==> src/verilog/nsm_regs.svh <==
// constants of the network-service mailbox command decoder
// assumes 16-bit mailbox words and a 16-word message header
`ifndef NSM_REGS_SVH
`define NSM_REGS_SVH

// ----------------------------------------------------------------
// command codes
// ----------------------------------------------------------------
`define NSM_CMD_WEB_OFF 16'h0004
`define NSM_CMD_WEB_ON 16'h0005
`define NSM_CMD_FTP_OFF 16'h0006
`define NSM_CMD_ADMIN 16'h000b
`define NSM_CMD_SMTP_GET 16'h000f
`define NSM_CMD_SMTP_NAME 16'h0016

// ----------------------------------------------------------------
// header words and their positions
// ----------------------------------------------------------------
`define NSM_INFO_CMD 16'h4002
`define NSM_INFO_RSP 16'h0002
`define NSM_INFO_ERR 16'h8002
`define NSM_FRAME_ONE 16'h0001
`define NSM_ZERO_WORD 16'h0000
`define NSM_SIZE_IP 16'h0004
`define NSM_HDR_LEN 16'h0010
`define NSM_POS_ID 16'h0000
`define NSM_POS_INFO 16'h0001
`define NSM_POS_CMD 16'h0002
`define NSM_POS_SIZE 16'h0003
`define NSM_POS_FC 16'h0004
`define NSM_POS_FN 16'h0005
`define NSM_POS_OFFH 16'h0006
`define NSM_POS_OFFL 16'h0007

`endif

==> src/verilog/nsm_pkg.sv <==
// types of the network-service mailbox command decoder
// assumes nothing beyond the decoder itself
package nsm_pkg;

  // ----------------------------------------------------------------
  // decoder states
  // ----------------------------------------------------------------
  typedef enum logic [3:0] {
    NSM_S_HDR = 4'b0001,
    NSM_S_DATA = 4'b0010,
    NSM_S_EXEC = 4'b0100,
    NSM_S_RSP = 4'b1000
  } nsm_state_t;

endpackage

==> src/verilog/nsm_mbox_decoder.sv <==
// mailbox command decoder for the network-service settings
// assumes command and response words come from logic on clk, one word per handshake
`timescale 1ns/1ps
`include "nsm_regs.svh"

// Notes on behaviour
// - code 0016h sets mail server by text; data size gives text length
// - name response returns the same size and an unchanged copy of the text
// - a name given by command overrides the stored configuration server value
// - code 000Fh answers size 0004h with server ip, upper word first
// - code 0004h turns the web server off, no data either way
// - web server is on from reset until a web command changes it
// - code 0005h turns the web server on, no data either way
// - code 0006h turns the ftp server off, no data either way
// - code 000Bh enters global administrator mode for user accounts
module nsm_mbox_decoder #(
  parameter int TEXT_WORDS = 64
) (
  input wire logic clk,
  input wire logic rst_n,
  input wire logic cmd_valid,
  input wire logic [15:0] cmd_word,
  output logic cmd_ready,
  output logic rsp_valid,
  output logic [15:0] rsp_word,
  output logic rsp_last,
  input wire logic rsp_ready,
  input wire logic [31:0] smtp_ip_in,
  output logic web_server_en,
  output logic ftp_server_en,
  output logic global_admin,
  output logic smtp_name_override,
  output logic [15:0] smtp_name_size,
  input wire logic [$clog2(TEXT_WORDS)-1:0] name_rd_idx,
  output logic [15:0] name_rd_word
);

  localparam int AW = $clog2(TEXT_WORDS);
  localparam logic [16:0] TEXT_CAP = 17'(TEXT_WORDS);

  // words of message data for a given byte count, rounded up
  function automatic logic [16:0] nsm_words(input logic [15:0] size);
    logic [16:0] s;
    s = {1'b0, size} + 17'h00001;
    return {1'b0, s[16:1]};
  endfunction

  // ----------------------------------------------------------------
  // reset release
  // ----------------------------------------------------------------
  logic rst_meta_r;
  logic rst_sync_r;

  always_ff @(posedge clk or negedge rst_n)
  begin
    if (!rst_n)
    begin
      rst_meta_r <= 1'b0;
      rst_sync_r <= 1'b0;
    end
    else
    begin
      rst_meta_r <= 1'b1;
      rst_sync_r <= rst_meta_r;
    end
  end

  // ----------------------------------------------------------------
  // state and captured header
  // ----------------------------------------------------------------
  nsm_pkg::nsm_state_t state_r;
  nsm_pkg::nsm_state_t state_nxt;
  logic [15:0] idx_r;
  logic [15:0] id_r;
  logic [15:0] info_r;
  logic [15:0] code_r;
  logic [15:0] size_r;
  logic [15:0] fc_r;
  logic [15:0] fn_r;
  logic [15:0] offh_r;
  logic [15:0] offl_r;
  logic [15:0] rsp_info_r;
  logic [15:0] rsp_size_r;
  logic [15:0] last_idx_r;
  logic [31:0] ip_r;
  logic cmd_ready_r;
  logic rsp_valid_r;
  logic [15:0] rsp_word_r;
  logic rsp_last_r;
  logic web_en_r;
  logic ftp_en_r;
  logic admin_r;
  logic override_r;
  logic [15:0] name_size_r;
  logic [15:0] name_rd_r;

  // ----------------------------------------------------------------
  // decode
  // ----------------------------------------------------------------
  wire take = cmd_valid && cmd_ready_r;
  wire give = rsp_valid_r && rsp_ready;
  wire [16:0] cmd_words = nsm_words(size_r);
  wire [15:0] dix = idx_r - `NSM_HDR_LEN;
  wire hdr_end = idx_r == (`NSM_HDR_LEN - 16'h0001);
  wire data_end = {1'b0, dix} == (cmd_words - 17'h00001);
  wire is_name = code_r == `NSM_CMD_SMTP_NAME;
  wire is_get = code_r == `NSM_CMD_SMTP_GET;
  wire name_fits = (cmd_words <= TEXT_CAP) && (size_r != 16'h0000);
  wire hdr_ok = (info_r == `NSM_INFO_CMD) && (fc_r == `NSM_FRAME_ONE) && (fn_r == `NSM_FRAME_ONE)
    && (offh_r == `NSM_ZERO_WORD) && (offl_r == `NSM_ZERO_WORD);
  wire known = (code_r == `NSM_CMD_WEB_OFF) || (code_r == `NSM_CMD_WEB_ON) || (code_r == `NSM_CMD_FTP_OFF)
    || (code_r == `NSM_CMD_ADMIN) || is_get;
  wire cmd_ok = hdr_ok && (is_name ? name_fits : (known && size_r == `NSM_ZERO_WORD));
  wire buf_wr = (state_r == nsm_pkg::NSM_S_DATA) && take && is_name && ({1'b0, dix} < TEXT_CAP);
  wire [15:0] buf_rd_data;
  wire [15:0] buf_rd2_data;
  wire [15:0] rsp_size_nxt = !cmd_ok ? `NSM_ZERO_WORD : is_name ? size_r
    : is_get ? `NSM_SIZE_IP : `NSM_ZERO_WORD;
  wire [16:0] rsp_data_words = nsm_words(rsp_size_nxt);

  // response word at the current index
  wire [15:0] hdr_word = (idx_r == `NSM_POS_ID) ? id_r
    : (idx_r == `NSM_POS_INFO) ? rsp_info_r
    : (idx_r == `NSM_POS_CMD) ? code_r
    : (idx_r == `NSM_POS_SIZE) ? rsp_size_r
    : (idx_r == `NSM_POS_FC || idx_r == `NSM_POS_FN) ? `NSM_FRAME_ONE
    : `NSM_ZERO_WORD;
  wire [15:0] data_word = is_get ? ((dix == 16'h0000) ? ip_r[31:16] : ip_r[15:0])
    : buf_rd_data;
  wire [15:0] next_word = (idx_r < `NSM_HDR_LEN) ? hdr_word : data_word;

  always_comb
  begin
    state_nxt = state_r;
    unique case (state_r)
      nsm_pkg::NSM_S_HDR:
      begin
        if (take && hdr_end)
        begin
          state_nxt = (cmd_words == 17'h00000) ? nsm_pkg::NSM_S_EXEC : nsm_pkg::NSM_S_DATA;
        end
      end
      nsm_pkg::NSM_S_DATA:
      begin
        if (take && data_end)
        begin
          state_nxt = nsm_pkg::NSM_S_EXEC;
        end
      end
      nsm_pkg::NSM_S_EXEC:
      begin
        state_nxt = nsm_pkg::NSM_S_RSP;
      end
      nsm_pkg::NSM_S_RSP:
      begin
        if (give && rsp_last_r)
        begin
          state_nxt = nsm_pkg::NSM_S_HDR;
        end
      end
      default:
      begin
        state_nxt = nsm_pkg::NSM_S_HDR;
      end
    endcase
  end

  // ----------------------------------------------------------------
  // sequencing and header capture
  // ----------------------------------------------------------------
  always_ff @(posedge clk or negedge rst_sync_r)
  begin
    if (!rst_sync_r)
    begin
      state_r <= nsm_pkg::NSM_S_HDR;
      cmd_ready_r <= 1'b0;
      idx_r <= 16'h0000;
    end
    else
    begin
      state_r <= state_nxt;
      cmd_ready_r <= (state_nxt == nsm_pkg::NSM_S_HDR) || (state_nxt == nsm_pkg::NSM_S_DATA);
      // the index moves on as each response word is loaded, so the first load must see index zero
      if (take || (state_r == nsm_pkg::NSM_S_RSP && !rsp_valid_r) || (give && !rsp_last_r))
      begin
        idx_r <= idx_r + 16'h0001;
      end
      else if (state_nxt == nsm_pkg::NSM_S_HDR && state_r == nsm_pkg::NSM_S_RSP)
      begin
        idx_r <= 16'h0000;
      end
      if (take && hdr_end && cmd_words == 17'h00000)
      begin
        idx_r <= 16'h0000;
      end
      else if (take && state_r == nsm_pkg::NSM_S_DATA && data_end)
      begin
        idx_r <= 16'h0000;
      end
    end
  end

  always_ff @(posedge clk or negedge rst_sync_r)
  begin
    if (!rst_sync_r)
    begin
      id_r <= 16'h0000;
      info_r <= 16'h0000;
      code_r <= 16'h0000;
      size_r <= 16'h0000;
      fc_r <= 16'h0000;
      fn_r <= 16'h0000;
      offh_r <= 16'h0000;
      offl_r <= 16'h0000;
    end
    else if (take && state_r == nsm_pkg::NSM_S_HDR)
    begin
      id_r <= (idx_r == `NSM_POS_ID) ? cmd_word : id_r;
      info_r <= (idx_r == `NSM_POS_INFO) ? cmd_word : info_r;
      code_r <= (idx_r == `NSM_POS_CMD) ? cmd_word : code_r;
      size_r <= (idx_r == `NSM_POS_SIZE) ? cmd_word : size_r;
      fc_r <= (idx_r == `NSM_POS_FC) ? cmd_word : fc_r;
      fn_r <= (idx_r == `NSM_POS_FN) ? cmd_word : fn_r;
      offh_r <= (idx_r == `NSM_POS_OFFH) ? cmd_word : offh_r;
      offl_r <= (idx_r == `NSM_POS_OFFL) ? cmd_word : offl_r;
    end
  end

  // ----------------------------------------------------------------
  // command effects
  // ----------------------------------------------------------------
  wire exec_ok = (state_r == nsm_pkg::NSM_S_EXEC) && cmd_ok;

  always_ff @(posedge clk or negedge rst_sync_r)
  begin
    if (!rst_sync_r)
    begin
      web_en_r <= 1'b1;
      ftp_en_r <= 1'b1;
      admin_r <= 1'b0;
      override_r <= 1'b0;
      name_size_r <= 16'h0000;
      ip_r <= 32'h00000000;
      rsp_info_r <= `NSM_INFO_RSP;
      rsp_size_r <= 16'h0000;
      last_idx_r <= 16'h0000;
    end
    else if (state_r == nsm_pkg::NSM_S_EXEC)
    begin
      web_en_r <= (exec_ok && code_r == `NSM_CMD_WEB_OFF) ? 1'b0
        : (exec_ok && code_r == `NSM_CMD_WEB_ON) ? 1'b1 : web_en_r;
      ftp_en_r <= (exec_ok && code_r == `NSM_CMD_FTP_OFF) ? 1'b0 : ftp_en_r;
      admin_r <= (exec_ok && code_r == `NSM_CMD_ADMIN) ? 1'b1 : admin_r;
      override_r <= (exec_ok && is_name) ? 1'b1 : override_r;
      name_size_r <= (exec_ok && is_name) ? size_r : name_size_r;
      ip_r <= smtp_ip_in;
      rsp_info_r <= cmd_ok ? `NSM_INFO_RSP : `NSM_INFO_ERR;
      rsp_size_r <= rsp_size_nxt;
      last_idx_r <= `NSM_HDR_LEN - 16'h0001 + rsp_data_words[15:0];
    end
  end

  // ----------------------------------------------------------------
  // response output
  // ----------------------------------------------------------------
  always_ff @(posedge clk or negedge rst_sync_r)
  begin
    if (!rst_sync_r)
    begin
      rsp_valid_r <= 1'b0;
      rsp_word_r <= 16'h0000;
      rsp_last_r <= 1'b0;
      name_rd_r <= 16'h0000;
    end
    else
    begin
      name_rd_r <= buf_rd2_data;
      if ((state_r == nsm_pkg::NSM_S_RSP && !rsp_valid_r) || (give && !rsp_last_r))
      begin
        rsp_valid_r <= 1'b1;
        rsp_word_r <= next_word;
        rsp_last_r <= idx_r == last_idx_r;
      end
      else if (give)
      begin
        rsp_valid_r <= 1'b0;
        rsp_last_r <= 1'b0;
      end
    end
  end

  nsm_text_buf #(
    .WORDS(TEXT_WORDS)
  ) u_text (
    .clk(clk),
    .rst_n(rst_sync_r),
    .wr_en(buf_wr),
    .wr_idx(dix[AW-1:0]),
    .wr_data(cmd_word),
    .rd_idx(dix[AW-1:0]),
    .rd_data(buf_rd_data),
    .rd2_idx(name_rd_idx),
    .rd2_data(buf_rd2_data)
  );

  assign cmd_ready = cmd_ready_r;
  assign rsp_valid = rsp_valid_r;
  assign rsp_word = rsp_word_r;
  assign rsp_last = rsp_last_r;
  assign web_server_en = web_en_r;
  assign ftp_server_en = ftp_en_r;
  assign global_admin = admin_r;
  assign smtp_name_override = override_r;
  assign smtp_name_size = name_size_r;
  assign name_rd_word = name_rd_r;

endmodule

==> src/verilog/nsm_text_buf.sv <==
// flip-flop storage of the mail server name text, one word per entry
// assumes a synchronised reset from the parent module
`timescale 1ns/1ps

module nsm_text_buf #(
  parameter int WORDS = 64,
  parameter int AW = $clog2(WORDS)
) (
  input wire logic clk,
  input wire logic rst_n,
  input wire logic wr_en,
  input wire logic [AW-1:0] wr_idx,
  input wire logic [15:0] wr_data,
  input wire logic [AW-1:0] rd_idx,
  output logic [15:0] rd_data,
  input wire logic [AW-1:0] rd2_idx,
  output logic [15:0] rd2_data
);

  logic [15:0] mem_r [WORDS];

  assign rd_data = mem_r[rd_idx];
  assign rd2_data = mem_r[rd2_idx];

  always_ff @(posedge clk or negedge rst_n)
  begin
    if (!rst_n)
    begin
      for (int i = 0; i < WORDS; i++)
      begin
        mem_r[i] <= 16'h0000;
      end
    end
    else if (wr_en)
    begin
      mem_r[wr_idx] <= wr_data;
    end
  end

endmodule
==> config.mk <==
export PLATFORM = sky130hd
export DESIGN_NAME = nsm_mbox_decoder
export DESIGN_NICKNAME = d
export VERILOG_FILES = /design/src/verilog/nsm_pkg.sv /design/src/verilog/nsm_mbox_decoder.sv /design/src/verilog/nsm_text_buf.sv
export VERILOG_INCLUDE_DIRS = /design/src /design/src/verilog
export SDC_FILE = /design/constraint.sdc
export NUM_CORES = 2
export LEC_CHECK = 0
export BUFFER_PORTS_ARGS = -buffer_cell sky130_fd_sc_hd__buf_4
export CAP_MARGIN = 5
export CELL_PAD_IN_SITES_DETAIL_PLACEMENT = 1
export CELL_PAD_IN_SITES_GLOBAL_PLACEMENT = 2
export CORE_MARGIN = 2
export CORE_UTILIZATION = 50
export DETAILED_ROUTE_END_ITERATION = 6
export PLACE_DENSITY_LB_ADDON = 0.05
export SYNTH_ARGS = -nofsm -noshare
export SYNTH_HDL_FRONTEND = slang
export SYNTH_HIERARCHICAL = 1
export SYNTH_SLANG_ARGS = --single-unit
==> constraint.sdc <==
create_clock -name clk -period 113.1 [get_ports clk]
set_input_delay 5.655 -clock clk [delete_from_list [all_inputs] [get_ports clk]]
set_output_delay 5.655 -clock clk [all_outputs]
set_load 0.05 [all_outputs]
==> results.md <==
- Outcome: complete, no violations
- PD cells: approximately 17 nW/um2
- Vias in the first global route: approximately 46000
- Top Layer Used: met5
- DR WL/cell: about 33 um
- Post-synth top area cell: dfrtp_1
- Clock Path Buffers: 3
- Switching portion of total power: 0.318
- Core area: between 100000 and 150000 um2
- Buf/Inv on CP: 4
- Yosys warns: 6
- Seq pwr share: 0.408
- Site Rows: about 140
- Rel. slew slack: 0.118
- Root Driver: clkbuf_16
- Crit-path most repeated cell: buf_4
- CP max stage cell: buf_4
- Top area cells in the synthesized netlist: dfrtp_1 47%, mux2_2 19%, mux4_2 17%, mux2i_1 1.7%, mux4_1 1.3%
- GRT Residual Overflow: 0
- Mapped cell area: 68700 um2
- Mean area per synthesized cell: 14.3 um2
- Post-DP HPWL: 133000 um
- Initial Util: 0.506
- Clock share of power: 0.376
- Comb power frac: 0.216
- Post-route DRC violation count: 0
- MaxCap Viol Count: 0
- Dpl cell area: 70400 um2
- Hold_buf cts: 0
- Antenna Violating Nets Remaining: 0
- Share of cells above drive strength 1: 0.462
- Post-synth top area share: 0.470
- Post-Syn Instances: between 4000 and 5000
- Fmax: around 110 MHz
- I/O Pins: approximately 110
- Global-route wire length before repair: between 300000 and 400000 um
- Final hold violations: 0
- Iteration-0 DRC Markers: between 3000 and 4000
- Nets@finish: 4798
- Sink Count: 1294
- DIE AREA: approximately 140000 um2
- Fillers: approximately 13000
- Final Setup Violations: 0
- Clk_lat worst skew: 780 ps
- Post-cts sizing count: 0
- CTS Buf Count: 148
- Placed cells: between 6000 and 7000
- Max VDD drop: about 0.014 mV
- Net Count, Synth: roughly 4900
- Sequential area share after synthesis: 0.472
- CTS tree: yes
- Largest net degree at the start of global routing: 148
- Minimum clock period: roughly 9000 ps
- Worst reg-to-reg path cell count: 10
- Seq cells post-synth: 1294
- Most used DFF post-synth: dfrtp_1
- Die Wd: 375 um
- Initial antenna violation count: 10
- Max Transition Viols Final: 0
- Kind of critical path: primary input to register
- Sequential standard cell area: between 30000 and 40000 um2
- GRT Overall Usage: 0.313
- Post-route cell area: roughly 75000 um2
- Drt via density: approximately 6.6
- Die H: about 370 um
- P_sw: 409 uW
- Slew @ Worst Pin: approximately 1300 ps
- Internal Power: roughly 900 uW
- Setup Buffers After CTS: 0
- Finished Layout Cells: 6617
- WL final: 217000 um
- Via count: around 44000
- RSZ-0062 raised after global routing: false
- Crit start category: primary input
- GPL Wtd Cong: slightly above 0.8
- Setup TNS: 0 ps
- Final period utilization: 0.0812
- Wire length on met1: 93800 um
- Multi-input gate area: 33800 um2
- CP max FO: 75
- H-tree depth: 4
- Hold Path Class: register to register
- Number of flops mapped to enable cells by yosys: 0
- Number of port buffers: around 110
- CP max stage delay: a little under 800 ps
- Hold Path Depth: 0
- Area Overhead vs Synth: 9.62%
- CP arrival: around 10000 ps
- Pleak: about 35 nW
- Crit path cell chain: buf_8 > buf_12 > buf_4 > buf_4 > mux4_2 > nor2_1 > a211oi_1 > o21ai_1 > o41ai_1
- Routed wl met3: approximately 14000 um
- CP top delay family: buffers and inverters
- Clock transition at path regs: 60 ps
- Share of async-settable or async-resettable flops after synthesis: 1.00
- CP Data Required Time: ~110000 ps
- Initial DRT Pass Iterations: 7
- Wire length on met2: about 100000 um
- Worst Clk Skew: approximately 22 ps
- Synth cell types: 86
- Crit path depth: 9
- Critical Path Sink Type: register
## layout by cell type, fill, tap and decap left out, drive strengths merged, types with 5 or more instances in the layout
cell and instances:
clkinv 24, nand2b 23, nor2 136, o41ai 26, a221o 7, xor2 15
or2 7, nand4 22, mux2i 116, a221oi 5, xnor2 63, and3 14
nand3 42, o211ai 33, a211oi 30, inv 40, nor3 37, a2111oi 7
clkbuf 218, o22ai 43, o21ai 139, and2 33, a22o 11, mux4 538
nor4 30, bufinv 7, nor4b 7, nor2b 46, nand3b 8, a22oi 14
mux2 1162, and4 9, dfrtp 1291, or3 7, ha 13, a21oi 72
buf 228, a31oi 7, nand2 245
## registers in the layout (all words and copies together) (netlist names), 4 cells and up
signal          cells
last_idx_r         16
offh_r             16
offl_r             16
id_r               16
idx_r              16
smtp_name_size     16
info_r             16
state_r             4
code_r             16
name_rd_word       16
u_text/mem_r     1024
rsp_size_r         16
ip_r               32
fc_r               16
size_r             16
fn_r               16
rsp_word           16
## final timing paths
path	startpoint	end	slack [ps]
max	name_rd_idx[0]	name_rd_word[1]$_DFF_PN0_	103920
min	rst_meta_r$_DFF_PN0_	rst_sync_r$_DFF_PN0_	360
max reg2reg	idx_r[0]$_DFFE_PN0P_	rsp_word[14]$_DFFE_PN0P_	107090
min reg2reg	rst_meta_r$_DFF_PN0_	rst_sync_r$_DFF_PN0_	360
max in group asynchronous	rst_n	rst_sync_r$_DFF_PN0_	108350
min in group asynchronous	rst_sync_r$_DFF_PN0_	u_text/mem_r[529]$_DFFE_PN0P_	440
## cell usage after synthesis (all sizes together) (4+ instances only)
library cell	number
o41ai	26
dfrtp	1291
and3b	4
or4	4
a21o	4
a221o	7
a21oi	72
o21ai	139
buf	243
o21bai	4
mux4	538
mux2i	116
ha	13
and3	14
nor3	37
inv	34
xor2	15
nor2	136
a22oi	14
o211ai	33
a22o	11
nor4	30
nand3	42
nand2b	23
a31oi	7
xnor2	63
nand4	22
nand3b	8
a221oi	5
o22ai	43
a2111oi	7
and4	9
mux2	1162
nor4b	7
a32o	4
clkbuf	205
a211oi	30
and2	33
or3	7
nand2	245
nor2b	46
or2	7
## metal layers
metal  vias up  track usage
met2      1304        0.495
li1      18100            -
met1     24000        0.434
met4        10        0.103
met3       348       0.0664
met5         -            0
## stage by stage
stage	worst slack [ps]	utilization	hold WS (ps)	total power, mW
2_1_floorplan	74360	-	331	0.719
3_3_place_gp	103010	0.518	339	0.804
3_5_place_dp	102940	0.518	340	0.809
4_1_cts	103780	0.554	358	1.30
5_1_grt	103630	0.554	358	1.34
6_report	103920	0.554	355	1.29
## cells by family after synthesis
kind of cell / after synthesis / synth area share
muxes: 1816 / 0.386
DFF: 1294 / 0.472
and+or+nand+nor: 686 / 0.0522
buffers and inverters: 482 / 0.0367
AOI/OAI and AO/OA: 425 / 0.0407
xor gates and xnor gates: 80 / 0.0106
adders and majority gates: 13 / 0.00237
other: 1 / 0.0000546
## layout make-up
class                           instances  share of cell area
Antenna cell                            2           0.0000665
Clock buffer                          218              0.0588
Clock inverter                         39             0.00588
Inverter                               34             0.00173
Multi-Input combinational cell       3021               0.449
Sequential cell                      1294               0.431
Tap cell                             1781              0.0296
Timing Repair Buffer                  228              0.0243
## power groups by stage
| stage | registers (mW) | clock network (mW) | logic, mW |
|---|---|---|---|
| 6_report | 0.524 | 0.483 | 0.278 |
| 5_1_grt | 0.528 | 0.511 | 0.296 |
| 4_1_cts | 0.524 | 0.494 | 0.279 |
| 3_5_place_dp | 0.532 | 0 | 0.277 |
| 3_3_place_gp | 0.531 | 0 | 0.274 |
| 2_1_floorplan | 0.528 | 0 | 0.190 |
## worst register-to-register path: stages (launching register included)
cell	delay, ps
dfrtp_4	780
buf_4	720
buf_4	900
buf_12	670
nand3_1	1100
o22ai_1	740
o41ai_1	320
nand2_1	170
o211ai_1	110
o211ai_1	210
o21ai_0	150
Note: power is estimated with default switching activity, not from simulation.
